==> src/pkg/dbg_cmd_pkg.sv <==
// shared constants and carrier types for the serial debug command engine
package dbg_cmd_pkg;

  // operand size field encoding
  localparam logic [1:0] size_byte = 2'h0;
  localparam logic [1:0] size_word = 2'h1;
  localparam logic [1:0] size_long = 2'h2;
  localparam logic [1:0] size_rsvd = 2'h3;

  // operation field codes (bits 15:10 of the command word)
  localparam logic [5:0] op_reg_read = 6'h06;
  localparam logic [5:0] op_reg_write = 6'h02;
  localparam logic [5:0] op_mem_read = 6'h07;
  // memory read and write share one code; the direction bit tells them apart
  localparam logic [5:0] op_mem_write = 6'h07;
  localparam logic [5:0] op_nop = 6'h00;

  // field positions inside a command word
  localparam int op_lsb = 10;
  localparam int dir_bit = 7;
  localparam int size_lsb = 4;
  localparam int ad_bit = 3;

  // 17-bit responses
  localparam logic [16:0] resp_complete = 17'h0ffff;
  localparam logic [16:0] resp_not_ready = 17'h10000;
  localparam logic [16:0] resp_bus_error = 17'h10001;
  localparam logic [16:0] resp_illegal = 17'h1ffff;

  // attribute field width and least spacing between transfers
  localparam int attr_width = 5;
  localparam int idle_gap_cycles = 8;

  // decoded command carrier
  typedef struct packed {
    logic legal;
    logic is_mem;
    logic dir_read;
    logic [1:0] size;
    logic addr_reg;
    logic [2:0] reg_num;
  } cmd_s;

  // memory request carrier
  typedef struct packed {
    logic [31:0] addr;
    logic [31:0] wdata;
    logic [1:0] size;
    logic write;
    logic [attr_width-1:0] attr;
  } mem_req_s;

endpackage : dbg_cmd_pkg

==> src/verilog/dbg_serial_cmd_engine.sv <==
// serial debug command engine: command decode, register and memory access
`timescale 1ns/1ps
`default_nettype none
module dbg_serial_cmd_engine #(
  parameter int num_regs = 8
) (
  input wire logic clock,
  input wire logic reset,
  // one 16-bit serial exchange completes when word_valid pulses
  input wire logic word_valid,
  input wire logic [15:0] word_in,
  output logic [16:0] resp_q,
  output logic busy_q,
  // processor register access, only while halted
  input wire logic core_halted,
  input wire logic [dbg_cmd_pkg::attr_width-1:0] address_attribute_register,
  output logic reg_we_q,
  output logic reg_addr_sel_q,
  output logic [2:0] reg_num_q,
  output logic [31:0] reg_wdata_q,
  input wire logic [31:0] reg_rdata,
  // memory bus cycle
  output logic mem_req_q,
  output dbg_cmd_pkg::mem_req_s mem_q,
  input wire logic mem_done,
  input wire logic bus_error_termination,
  input wire logic [31:0] mem_rdata
);

  typedef enum logic [2:0] {
    st_cmd, st_ext1, st_ext2, st_ext3, st_ext4, st_mem, st_res_hi
  } state_e;

  state_e state_q, state_d;
  dbg_cmd_pkg::cmd_s cmd_dec;
  dbg_cmd_pkg::cmd_s cmd_q;
  logic [31:0] addr_q, data_q;
  logic [16:0] resp_d, pend_q;
  logic [3:0] gap_q;
  logic [31:0] addr_aligned;

  dbg_cmd_decode u_decode (
    .cmd_word(word_in),
    .cmd(cmd_dec)
  );

  // a read starts while its low address half is still on word_in
  wire [31:0] addr_live = (state_q == st_ext2) ? {addr_q[31:16], word_in} : addr_q;
  dbg_addr_align u_align (
    .addr_in(addr_live),
    .size(cmd_q.size),
    .addr_out(addr_aligned)
  );

  // number of data extension words for the current command
  function automatic logic two_words(input logic [1:0] size);
    two_words = (size == dbg_cmd_pkg::size_long);
  endfunction : two_words

  // a transfer counts only when spaced from the last one
  wire take = word_valid && (gap_q == 4'h0);
  wire halted_ok = core_halted;
  wire is_wr_mem = cmd_q.is_mem && !cmd_q.dir_read;
  wire is_rd_mem = cmd_q.is_mem && cmd_q.dir_read;
  wire is_reg = cmd_q.legal && !cmd_q.is_mem && (cmd_q.size == dbg_cmd_pkg::size_long);
  wire new_is_nop = cmd_dec.legal && (word_in == 16'h0000);

  // state and response sequencing
  always_comb begin
    state_d = state_q;
    resp_d = resp_q;
    if (state_q == st_mem) begin
      if (take) resp_d = dbg_cmd_pkg::resp_not_ready;
      // only a good long read has a high result word ahead of the command
      if (mem_done) begin
        state_d = (is_rd_mem && two_words(cmd_q.size) && !bus_error_termination) ?
          st_res_hi : st_cmd;
      end
    end else if (take) begin
      case (state_q)
        st_cmd: begin
          resp_d = pend_q;
          state_d = (cmd_dec.legal && !new_is_nop) ? st_ext1 : st_cmd;
          if (!cmd_dec.legal) state_d = st_ext1;
        end
        st_ext1: begin
          resp_d = cmd_q.legal ? dbg_cmd_pkg::resp_not_ready : dbg_cmd_pkg::resp_illegal;
          if (!cmd_q.legal) state_d = st_cmd;
          else if (is_reg && cmd_q.dir_read) begin
            state_d = halted_ok ? st_res_hi : st_cmd;
          end else state_d = st_ext2;
        end
        st_ext2: begin
          resp_d = dbg_cmd_pkg::resp_not_ready;
          if (is_rd_mem) state_d = st_mem;
          else if (is_reg) state_d = st_cmd;
          else state_d = st_ext3;
        end
        st_ext3: begin
          resp_d = dbg_cmd_pkg::resp_not_ready;
          state_d = two_words(cmd_q.size) ? st_ext4 : st_mem;
        end
        st_ext4: begin
          resp_d = dbg_cmd_pkg::resp_not_ready;
          state_d = st_mem;
        end
        st_res_hi: begin
          resp_d = {1'b0, data_q[31:16]};
          // the word coming in with the low half is the next opcode
          state_d = st_cmd;
        end
        default: begin
          state_d = st_cmd;
        end
      endcase
    end
  end

  // result of a finished memory cycle
  wire [16:0] mem_rd_resp = bus_error_termination ? dbg_cmd_pkg::resp_bus_error :
    {1'b0, 16'h0000};
  wire [31:0] rd_data_sel = (cmd_q.size == dbg_cmd_pkg::size_byte) ? {24'h0, mem_rdata[7:0]} :
    (cmd_q.size == dbg_cmd_pkg::size_word) ? {16'h0, mem_rdata[15:0]} : mem_rdata;

  // state, gap counter and output response
  always_ff @(posedge clock or posedge reset) begin
    if (reset) begin
      state_q <= st_cmd;
      resp_q <= dbg_cmd_pkg::resp_complete;
      gap_q <= 4'h0;
      busy_q <= 1'b0;
    end else begin
      state_q <= state_d;
      resp_q <= resp_d;
      busy_q <= (state_d == st_mem);
      if (take) gap_q <= 4'(dbg_cmd_pkg::idle_gap_cycles - 1);
      else if (gap_q != 4'h0) gap_q <= gap_q - 4'h1;
    end
  end

  // command capture, extension words and pending result
  always_ff @(posedge clock or posedge reset) begin
    if (reset) begin
      cmd_q <= '0;
      addr_q <= 32'h0;
      data_q <= 32'h0;
      pend_q <= dbg_cmd_pkg::resp_complete;
    end else if (state_q == st_mem && mem_done) begin
      if (bus_error_termination) begin
        data_q <= {15'h0, 1'b1, 16'h0001};
        pend_q <= is_wr_mem ? dbg_cmd_pkg::resp_bus_error : dbg_cmd_pkg::resp_bus_error;
      end else begin
        data_q <= rd_data_sel;
        pend_q <= is_wr_mem ? dbg_cmd_pkg::resp_complete :
          {mem_rd_resp[16], two_words(cmd_q.size) ? rd_data_sel[15:0] : rd_data_sel[15:0]};
      end
    end else if (take) begin
      case (state_q)
        st_cmd: begin
          cmd_q <= cmd_dec;
          // an illegal word is flagged on its own next transfer, so nothing stays due
          pend_q <= dbg_cmd_pkg::resp_complete;
        end
        st_ext1: begin
          // a register read must not see its upper half replaced by the idle word
          if (is_reg && cmd_q.dir_read) begin
            data_q <= reg_rdata;
            pend_q <= halted_ok ? {1'b0, reg_rdata[15:0]} : dbg_cmd_pkg::resp_bus_error;
          end else begin
            addr_q[31:16] <= word_in;
            data_q[31:16] <= word_in;
          end
        end
        st_ext2: begin
          addr_q[15:0] <= word_in;
          data_q[15:0] <= word_in;
          pend_q <= (is_reg && !halted_ok) ? dbg_cmd_pkg::resp_bus_error :
            dbg_cmd_pkg::resp_complete;
        end
        st_ext3: begin
          data_q <= two_words(cmd_q.size) ? {word_in, 16'h0} : {16'h0, word_in};
        end
        st_ext4: data_q[15:0] <= word_in;
        default: begin
        end
      endcase
    end
  end

  // register write strobe, one cycle after its second data word
  wire reg_wr_go = take && state_q == st_ext2 && is_reg && !cmd_q.dir_read && halted_ok;
  always_ff @(posedge clock or posedge reset) begin
    if (reset) begin
      reg_we_q <= 1'b0;
      reg_addr_sel_q <= 1'b0;
      reg_num_q <= 3'h0;
      reg_wdata_q <= 32'h0;
    end else begin
      reg_we_q <= reg_wr_go;
      reg_addr_sel_q <= (state_q == st_cmd) ? cmd_dec.addr_reg : cmd_q.addr_reg;
      reg_num_q <= (state_q == st_cmd) ? cmd_dec.reg_num : cmd_q.reg_num;
      if (reg_wr_go) reg_wdata_q <= {data_q[31:16], word_in};
    end
  end

  // memory request held until the bus answers
  wire mem_go = state_q != st_mem && state_d == st_mem;
  always_ff @(posedge clock or posedge reset) begin
    if (reset) begin
      mem_req_q <= 1'b0;
      mem_q <= '0;
    end else begin
      if (mem_go) begin
        mem_req_q <= 1'b1;
        mem_q.addr <= addr_aligned;
        mem_q.size <= cmd_q.size;
        mem_q.write <= !cmd_q.dir_read;
        mem_q.attr <= address_attribute_register;
        // the last data word is still on word_in when the write starts
        mem_q.wdata <= (state_q == st_ext4) ? {data_q[31:16], word_in} :
          (state_q == st_ext3) ? {16'h0, word_in} : data_q;
      end else if (mem_done) begin
        mem_req_q <= 1'b0;
      end
    end
  end

  // after a read the low result is sent with the next command
  logic mem_fin_q;
  always_ff @(posedge clock or posedge reset) begin
    if (reset) mem_fin_q <= 1'b0;
    else mem_fin_q <= (state_q == st_mem) && mem_done;
  end

  a_illegal_follow: assert property (@(posedge clock) disable iff (reset)
    (take && state_q == st_ext1 && !cmd_q.legal) |=> resp_q == dbg_cmd_pkg::resp_illegal)
    else $error("illegal command not reported");
  a_busy_not_ready: assert property (@(posedge clock) disable iff (reset)
    (state_q == st_mem && take) |=> resp_q == dbg_cmd_pkg::resp_not_ready)
    else $error("transfer during access not answered not-ready");
  a_third_not_ready: assert property (@(posedge clock) disable iff (reset)
    (take && state_q == st_ext2 && cmd_q.is_mem) |=> resp_q[16] && busy_q == is_rd_mem)
    else $error("third transfer not not-ready");
  a_gap_spacing: assert property (@(posedge clock) disable iff (reset)
    take |=> (gap_q == 4'h7) ##7 (gap_q == 4'h0))
    else $error("transfer spacing wrong");
  a_attr_copy: assert property (@(posedge clock) disable iff (reset)
    mem_go |=> mem_q.attr == $past(address_attribute_register))
    else $error("attribute not used");
  a_align_long: assert property (@(posedge clock) disable iff (reset)
    (mem_req_q && mem_q.size == dbg_cmd_pkg::size_long) |-> mem_q.addr[1:0] == 2'h0)
    else $error("long address not aligned");
  a_reg_halted: assert property (@(posedge clock) disable iff (reset)
    reg_we_q |-> $past(core_halted))
    else $error("register written while running");
  a_resp_top: assert property (@(posedge clock) disable iff (reset)
    (take && state_q == st_res_hi) |=> !resp_q[16])
    else $error("valid result flagged");
  // result hand-over, alignment and halted-core checks
  a_align_word: assert property (@(posedge clock) disable iff (reset)
    (mem_req_q && mem_q.size == dbg_cmd_pkg::size_word) |-> !mem_q.addr[0])
    else $error("word address not aligned");
  a_cmd_prior: assert property (@(posedge clock) disable iff (reset)
    (take && state_q == st_cmd) |=> resp_q == $past(pend_q))
    else $error("prior result not returned with command");
  a_reg_result: assert property (@(posedge clock) disable iff (reset)
    (take && state_q == st_ext1 && is_reg && cmd_q.dir_read && halted_ok) |=>
    (state_q == st_res_hi && data_q == $past(reg_rdata)))
    else $error("register read data not captured");
  a_run_reg_err: assert property (@(posedge clock) disable iff (reset)
    (take && state_q == st_ext2 && is_reg && !halted_ok) |=>
    (pend_q == dbg_cmd_pkg::resp_bus_error && !reg_we_q))
    else $error("register write while running not refused");
  a_mem_err: assert property (@(posedge clock) disable iff (reset)
    (state_q == st_mem && mem_done && bus_error_termination) |=>
    (pend_q == dbg_cmd_pkg::resp_bus_error && state_q == st_cmd))
    else $error("bus error status not kept");
  c_mem_read: cover property (@(posedge clock) disable iff (reset) mem_fin_q && !mem_q.write);
  c_mem_write: cover property (@(posedge clock) disable iff (reset) mem_fin_q && mem_q.write);
  c_reg_write: cover property (@(posedge clock) disable iff (reset) reg_we_q);
  c_reg_read: cover property (@(posedge clock) disable iff (reset)
    take && state_q == st_res_hi && !cmd_q.is_mem);
  c_illegal: cover property (@(posedge clock) disable iff (reset)
    resp_q == dbg_cmd_pkg::resp_illegal);

endmodule : dbg_serial_cmd_engine
`default_nettype wire

==> src/verilog/dbg_cmd_decode.sv <==
// command word decoder
`timescale 1ns/1ps
`default_nettype none
module dbg_cmd_decode (
  input wire logic [15:0] cmd_word,
  output dbg_cmd_pkg::cmd_s cmd
);
  wire [5:0] op = cmd_word[15:10];
  wire dir = cmd_word[dbg_cmd_pkg::dir_bit];
  wire [1:0] size = cmd_word[5:4];
  // register cmds need size long and the direction matching the code
  wire reg_op = (op == dbg_cmd_pkg::op_reg_read && dir) ||
    (op == dbg_cmd_pkg::op_reg_write && !dir);
  wire is_rreg = reg_op && (cmd_word[9:8] == 2'h0) && !cmd_word[6] &&
    (size == dbg_cmd_pkg::size_long);
  // memory cmds reject the reserved size
  wire is_mem = (op == dbg_cmd_pkg::op_mem_read) && (cmd_word[9:8] == 2'h0) &&
    (size != dbg_cmd_pkg::size_rsvd) && (cmd_word[3:0] == 4'h0);
  wire is_nop = (cmd_word == 16'h0000);
  assign cmd.legal = is_rreg || is_mem || is_nop;
  assign cmd.is_mem = is_mem;
  assign cmd.dir_read = dir;
  assign cmd.size = size;
  assign cmd.addr_reg = cmd_word[dbg_cmd_pkg::ad_bit];
  assign cmd.reg_num = cmd_word[2:0];
endmodule : dbg_cmd_decode
`default_nettype wire

==> src/verilog/dbg_addr_align.sv <==
// forces natural alignment of memory addresses
`timescale 1ns/1ps
`default_nettype none
module dbg_addr_align (
  input wire logic [31:0] addr_in,
  input wire logic [1:0] size,
  output logic [31:0] addr_out
);
  wire [1:0] mask = (size == dbg_cmd_pkg::size_long) ? 2'h0 :
    (size == dbg_cmd_pkg::size_word) ? 2'h2 : 2'h3;
  assign addr_out = {addr_in[31:2], addr_in[1:0] & mask};
endmodule : dbg_addr_align
`default_nettype wire

==> config.mk <==
export PLATFORM = sky130hd
export DESIGN_NAME = dbg_serial_cmd_engine
export DESIGN_NICKNAME = d
export VERILOG_FILES = /design/src/pkg/dbg_cmd_pkg.sv /design/src/verilog/dbg_serial_cmd_engine.sv /design/src/verilog/dbg_cmd_decode.sv /design/src/verilog/dbg_addr_align.sv
export SDC_FILE = /design/constraint.sdc
export NUM_CORES = 1
export LEC_CHECK = 0
export ABC_AREA = 1
export ABC_CLOCK_PERIOD_IN_PS = 6100
export BUFFER_PORTS_ARGS = -buffer_cell sky130_fd_sc_hd__buf_4
export CAP_MARGIN = 20
export CORE_UTILIZATION = 50
export CTS_CLUSTER_SIZE = 24
export DETAILED_ROUTE_END_ITERATION = 8
export GPL_ROUTABILITY_DRIVEN = 0
export PLACE_DENSITY = 0.79
export SYNTH_ARGS = -nofsm -noshare
export SYNTH_HDL_FRONTEND = slang
export SYNTH_SLANG_ARGS = --single-unit
export TNS_END_PERCENT = 30
==> constraint.sdc <==
create_clock -name clock -period 6.1 [get_ports clock]
set_input_delay 0.305 -clock clock [delete_from_list [all_inputs] [get_ports clock]]
set_output_delay 0.305 -clock clock [all_outputs]
set_load 0.05 [all_outputs]
==> results of run 1 <==
cells in the mapped netlist, drive strengths merged:
| cell | instances |
|---|---|
| clkinv | 2 |
| a22o | 1 |
| nand3 | 45 |
| nor3b | 1 |
| inv | 151 |
| nor3 | 4 |
| a21oi | 18 |
| o221ai | 2 |
| xor2 | 1 |
| nor2 | 71 |
| o21ai | 259 |
| or2 | 1 |
| nand2 | 336 |
| o22ai | 30 |
| a31oi | 32 |
| o211ai | 8 |
| nor4 | 1 |
| ha | 5 |
| a211oi | 1 |
| clkbuf | 42 |
| dfrtp | 193 |
| xnor2 | 1 |
| nand4 | 3 |
| o31ai | 1 |
| buf | 28 |
| dfstp | 32 |
| a32oi | 1 |
state kept, by name, summed over array words and instances (netlist names), 3 cells and up:
signal and cells:
mem_q 72, addr_q 32, data_q 32, reg_wdata_q 32, pend_q 17, resp_q 17, cmd_q 9, gap_q 4
reg_num_q 3, state_q 3
cells by family (layout without fill, tap and decap cells):
logic type                 count (synthesis)  after routing  share of synthesized area [%]
xor gates and xnor gates                   2              2                          0.168
buffers and inverters                    223            432                           8.72
AOI/OAI and AO/OA                        353            353                           18.3
adders and majority gates                  5              5                          0.601
DFF                                      225            225                           54.4
and+or+nand+nor                          462            462                           17.8
through the flow:
| stage | hold slack (ns) | total power, mW |
|---|---|---|
| floorplan | 0.426 | 5.19 |
| global placement | 0.256 | 6.14 |
| detailed placement | 0.257 | 6.25 |
| CTS | 0.0222 | 7.73 |
| global route | 0.0364 | 8.22 |
| finish | 0.0289 | 7.78 |
final cells by class:
cell class	count	area, µm²
Clock inverter	10	106
Clock buffer	34	679
Inverter	153	578
Fill cell	1729	7260
Sequential cell	225	5670
Tap cell	270	338
Multi-Input combinational cell	822	3850
Timing Repair Buffer	235	1810
power groups by stage:
| stage | sequential, mW | clock (mW) | combinational [mW] |
|---|---|---|---|
| 3_3_place_gp | 2.54 | 0 | 3.59 |
| 4_1_cts | 2.55 | 1.47 | 3.72 |
| 5_1_grt | 2.61 | 1.54 | 4.06 |
| 6_report | 2.55 | 1.46 | 3.76 |
| 2_1_floorplan | 3.48 | 0 | 1.72 |
| 3_5_place_dp | 2.56 | 0 | 3.69 |
worst max-delay path: stages (launching register included):
cell	delay, ns
dfrtp_1	0.52
nor2_1	0.13
inv_2	0.45
nand2_1	0.24
inv_1	0.59
nand2_1	0.51
o22ai_1	0.30
nand2_1	0.09
a31oi_1	0.17
per-layer routing:
layer	up-vias	wire (µm)	global-route usage, %
met5	-	0	0
met4	0	1410	14.0
met3	92	3050	5.03
met2	502	14500	45.3
met1	4618	12800	40.6
li1	4516	-	-
path summary, 6_finish.rpt:
check | from | endpoint | slack, ns
max in group asynchronous | reset | mem_q[22] | 4.28
min in group asynchronous | reset | mem_q[30] | 0.28
max reg2reg | state_q[2] | data_q[15] | 3.01
min | word_in[8] | addr_q[8] | 0.03
min reg2reg | resp_q[7] | resp_q[7] | 0.47
max | state_q[2] | data_q[15] | 3.01
timing repair:
| action | in CTS | in global routing |
|---|---|---|
| hold buffers | 1 | 0 |
| hold endpoints to repair | 8 | 0 |
| endpoints found under the setup margin | 0 | 0 |
==> impl_results.md, run 1 <==
- Post-DP HPWL: roughly 23000 µm
- Antenna violations before repair: 0
- Gr ovfl total: 0
- Final Skew: about 0.014 ns
- Mapped Nets: 1366
- Crit share post-route: about half
- WL per Instance: around 18 µm
- TritonCTS buffer count: 24
- Crit path DAT: 3.52 ns
- Max_cap viols: 0
- DIE AREA: ~0.021 mm²
- Sink Count: 225
- # nets final: ~1600
- DR vias/cell: 5.56
- Vias in the first global route: 9020
- Clock transition at path regs: 0.06 ns
- Post-CTS Setup Bufs: 0
- Max-slew headroom: 31.8%
- FP Rows: between 50 and 60
- Post-CTS sizing: 0
- WHS Path Cells: 3
- H-tree Lvls: 1
- Number of port buffers: ~220
- Final core utilization: between 60 and 70%
- Type of origin of the critical path: register
- Clk pwr share: 18.8%
- Drt total wl: between 30000 and 40000 µm
- Max-slew violation count: 0
- Placement Setup Slack: between 2 and 3 ns
- Cell-internal power: between 4 and 5 mW
- Post-route setup TNS: 0 ns
- Post-route minimum period: ~3.1 ns
- Post-synth cell types: 38
- Sw Share: between 40% and 50%
- Crit path kind: reg2reg
- Dpl cells: 1702
- Worst setup margin: around 3.0 ns
- Maximum VDD drop: roughly 0.00030 V
- Worst Path Max Fanout: 35
- Sequential element share of the synthesized area: 54.4%
- Comb pwr share: between 40% and 50%
- Diode count: 0
- Yosys reg bits: between 200 and 250
- Hold/Removal Path Class: in2reg
- Largest net degree at the start of global routing: 78
- Detailed Routing Iterations Pass 1: 6
- Mean post-synth cell area: about 8.2 µm²
- Fin cells: 1749
- Die width: 146 µm
- Leading post-synthesis cells by cell area: dfrtp_1, nand2_1, o21ai_0
- Endpoints failing setup: 0
- RSZ-0062 raised after global routing: no
- Part of the power in registers: approximately a third
- Worst-Skew Late Latency: 0.52 ns
- Num ports: about 220
- Share of cells above drive strength 1: 21.8%
- Worst EP required: ~6.5 ns
- Syn Inst Count: 1270
- Design area: about 0.013 mm²
- DRT iter0 DRCs: approximately 1100
- Post-place instance area: between 0.01 and 0.015 mm²
- Reg2Reg Depth: 8
- PwrDens: 597 mW/mm²
- Status: finished, final reports clean
- Area of the core: approximately 0.020 mm²
- Commonest non-fill, non-tap cell in the layout: nand2_1
- Vias post-DR: 9728
- Syn. warnings: 0
- Commonest non-fill, non-tap cells in the layout: nand2_1, buf_4, o21ai_0, dfrtp_1, inv_1
- Post-Synthesis Cell Area: roughly 0.010 mm²
- CTS tree: built
- Root Buffer: clkbuf_16
- Cell taking the most area after synthesis: dfrtp_1
- Initial core utilization: between 50% and 60%
- First-pass GRT wire length: about 49000 µm
- P_leak: around 6.5 nW
- Fin. Hold Viols: 0
- Synth top area share: roughly 46%
- Post-DRT Antenna Nets: 0
- Worst Setup End Kind: register
- Psw: around 3.6 mW
- Overall global routing resource usage: between 20% and 30%
- Achievable Freq: 323 MHz
- Worst-Margin Slew: between 1 and 1.5 ns
- Area Growth Syn to Fin: 25.2%
- DRC Markers: 0
- Die Span Y: roughly 150 µm
- Clock Path Buffers: 3
(Power assumes the default switching activity.)
==> run 2: changes to the inputs <==
--- a/config.mk
+++ b/config.mk
@@ -6,14 +6,14 @@
 export NUM_CORES = 1
 export LEC_CHECK = 0
 export ABC_AREA = 1
-export ABC_CLOCK_PERIOD_IN_PS = 6100
+export ABC_CLOCK_PERIOD_IN_PS = 2900
 export BUFFER_PORTS_ARGS = -buffer_cell sky130_fd_sc_hd__buf_4
 export CAP_MARGIN = 20
-export CORE_UTILIZATION = 50
+export CORE_UTILIZATION = 55
 export CTS_CLUSTER_SIZE = 24
 export DETAILED_ROUTE_END_ITERATION = 8
 export GPL_ROUTABILITY_DRIVEN = 0
-export PLACE_DENSITY = 0.79
+export PLACE_DENSITY = 0.82
 export SYNTH_ARGS = -nofsm -noshare
 export SYNTH_HDL_FRONTEND = slang
 export SYNTH_SLANG_ARGS = --single-unit
==> constraint.sdc (replaced) <==
create_clock -name clock -period 2.9 [get_ports clock]
set_input_delay 0.145 -clock clock [delete_from_list [all_inputs] [get_ports clock]]
set_output_delay 0.145 -clock clock [all_outputs]
set_load 0.05 [all_outputs]
==> impl_results.md, run 2 (synthesized netlist as in run 1, its figures left out) <==
- DRT iter0 DRCs: 1216
- Clock transition at path regs: approximately 0.06 ns
- Crit-path cells: inv_1 -> ha_1 -> nand2_1 -> nor2_2 -> nand2_1 -> clkinv_1 -> buf_4 -> nand3_1 -> nand2_1 -> nand2_1 -> nand2_1 -> nand4_4 -> buf_12 -> nand2_1 -> o21ai_1
- Num ports: approximately 220
- Drt total wl: ~33000 µm
- WHS: 0.0398 ns
- Share of cells above drive strength 1: 21.6%
- Largest net degree at the start of global routing: about 110
- Final Skew: about 0.018 ns
- Number of port buffers: 218
- Status: finished, final reports clean
- Type of origin of the critical path: register
- Die Span Y: between 100 and 150 µm
- Highest-delay cell along the critical path: dfrtp_1
- Endpoints failing setup: 0
- Post-route minimum period: between 2 and 3 ns
- Reg2Reg Depth: 15
- Post-DP HPWL: ~22000 µm
- Vias post-DR: slightly above 10000
- DR vias/cell: approximately 5.8
- Design area: ~0.014 mm²
- Die width: around 140 µm
- Max_cap viols: 0
- Hold/Removal Path Class: in2reg
- Max reg flops: 72
- Crit share post-route: between 90% and 100%
- WL per Instance: ~19 µm
- H-tree Lvls: 1
- Post-DRT Antenna Nets: 0
- Commonest non-fill, non-tap cell in the layout: nand2_1
- Launching point of the worst reg2reg path: cmd_q[4]
- RSZ-0062 raised after global routing: no
- Crit path kind: reg2reg
- Most flop-heavy register: mem_q
- Max-slew violation count: 0
- Post-route setup TNS: 0 ns
- Final core utilization: roughly 75%
- Flop2flop setup slack: 0.25 ns
- Hold endpoint: data_q[26]
- Detailed Routing Iterations Pass 1: 5
- Initial core utilization: between 50% and 60%
- Post-CTS Setup Bufs: 0
- P_leak: 6.83 nW
- Max-slew headroom: 58.4%
- CTS tree: built
- WHS Path Cells: 5
- Achievable Freq: roughly 380 MHz
- Worst Path Max Fanout: ~110
- Worst EP required: approximately 3.3 ns
- Worst-Skew Late Latency: around 0.52 ns
- First-pass GRT wire length: between 50000 and 60000 µm
- TritonCTS buffer count: 24
- PwrDens: about 1200 mW/mm²
- Area of the core: 0.0183 mm²
- Overall global routing resource usage: 33.8%
- Sink Count: 225
- Vias in the first global route: 9592
- Post-place instance area: 0.0123 mm²
- Fin. Hold Viols: 0
- Maximum VDD drop: between 0.0006 and 0.0007 V
- Commonest non-fill, non-tap cells in the layout: nand2_1, buf_4, o21ai_0, dfrtp_1, inv_1
- Antenna violations before repair: 0
- Area Growth Syn to Fin: 31.0%
- Reg-to-reg critical path endpoint: mem_q[27]
- DRC Markers: 0
- Hold path startpoint: reg_rdata[26]
- Worst-Margin Slew: 0.622 ns
- Worst Setup End Kind: register
- Clock Path Buffers: 3
- # nets final: 1621
- DIE AREA: between 0.015 and 0.02 mm²
- Gr ovfl total: 0
- FP Rows: 49
- CP peak stage delay: approximately 0.40 ns
- Root Buffer: clkbuf_16
- Crit path DAT: roughly 3 ns
- Total power: roughly 17 mW
- Crit-path most repeated cell: nand2_1
[run 2: cell type report]
cell class	instances	area [µm²]
multi-input combinational	822	3850
antenna	1	2.50
tap	229	287
timing repair buffer	299	2450
inverter	153	582
clock inverter	4	73.8
clock buffer	37	731
fill	1287	4620
sequential	225	5670
[run 2: critical path, delay by kind of cell, from the launching register on]
kind / cells / cell delay (ns)
compound gates: 1 / 0.09
fa+ha+maj: 1 / 0.23
buf+inv: 4 / 0.68
flops: 1 / 0.40
simple gates: 9 / 1.06
[run 2: worst max-delay path by stage]
stage                   from        end  slack, ns
floorplan              reset  addr_q[0]      -0.16
global placement    gap_q[0]  pend_q[0]       0.31
detailed placement  gap_q[0]  pend_q[0]       0.16
CTS                 gap_q[0]  pend_q[0]       0.12
global route        cmd_q[4]  mem_q[27]       0.09
finish              cmd_q[4]  mem_q[27]       0.25
[run 2: through the flow]
stage	instances	setup slack, ns
after global placement	1673	0.309
after global routing	1769	0.0864
after detailed placement	1673	0.161
after CTS	1768	0.117
final	1770	0.247
after floorplan	1270	-0.157
[run 2: metal layers]
| layer | global-route usage, % | wire length, µm | vias to the layer above |
|---|---|---|---|
| met1 | 45.1 | 12700 | 4822 |
| met5 | 0 | 0 | - |
| li1 | - | - | 4649 |
| met2 | 53.6 | 15100 | 658 |
| met3 | 6.19 | 3590 | 133 |
| met4 | 16.7 | 1550 | 0 |
[run 2: timing repair]
action | 4_1_cts | 5_1_grt
hold buffers | 54 | 0
resized for setup | 0 | 1
hold endpoints to repair | 83 | 0
endpoints found under the setup margin | 0 | 1
[run 2: power by group]
part | switching, mW | leakage [nW] | internal, mW | total (mW)
combinational | 5.68 | 3.71 | 2.41 | 8.09
clock | 1.22 | 0.395 | 1.90 | 3.13
sequential | 0.795 | 2.73 | 4.55 | 5.34
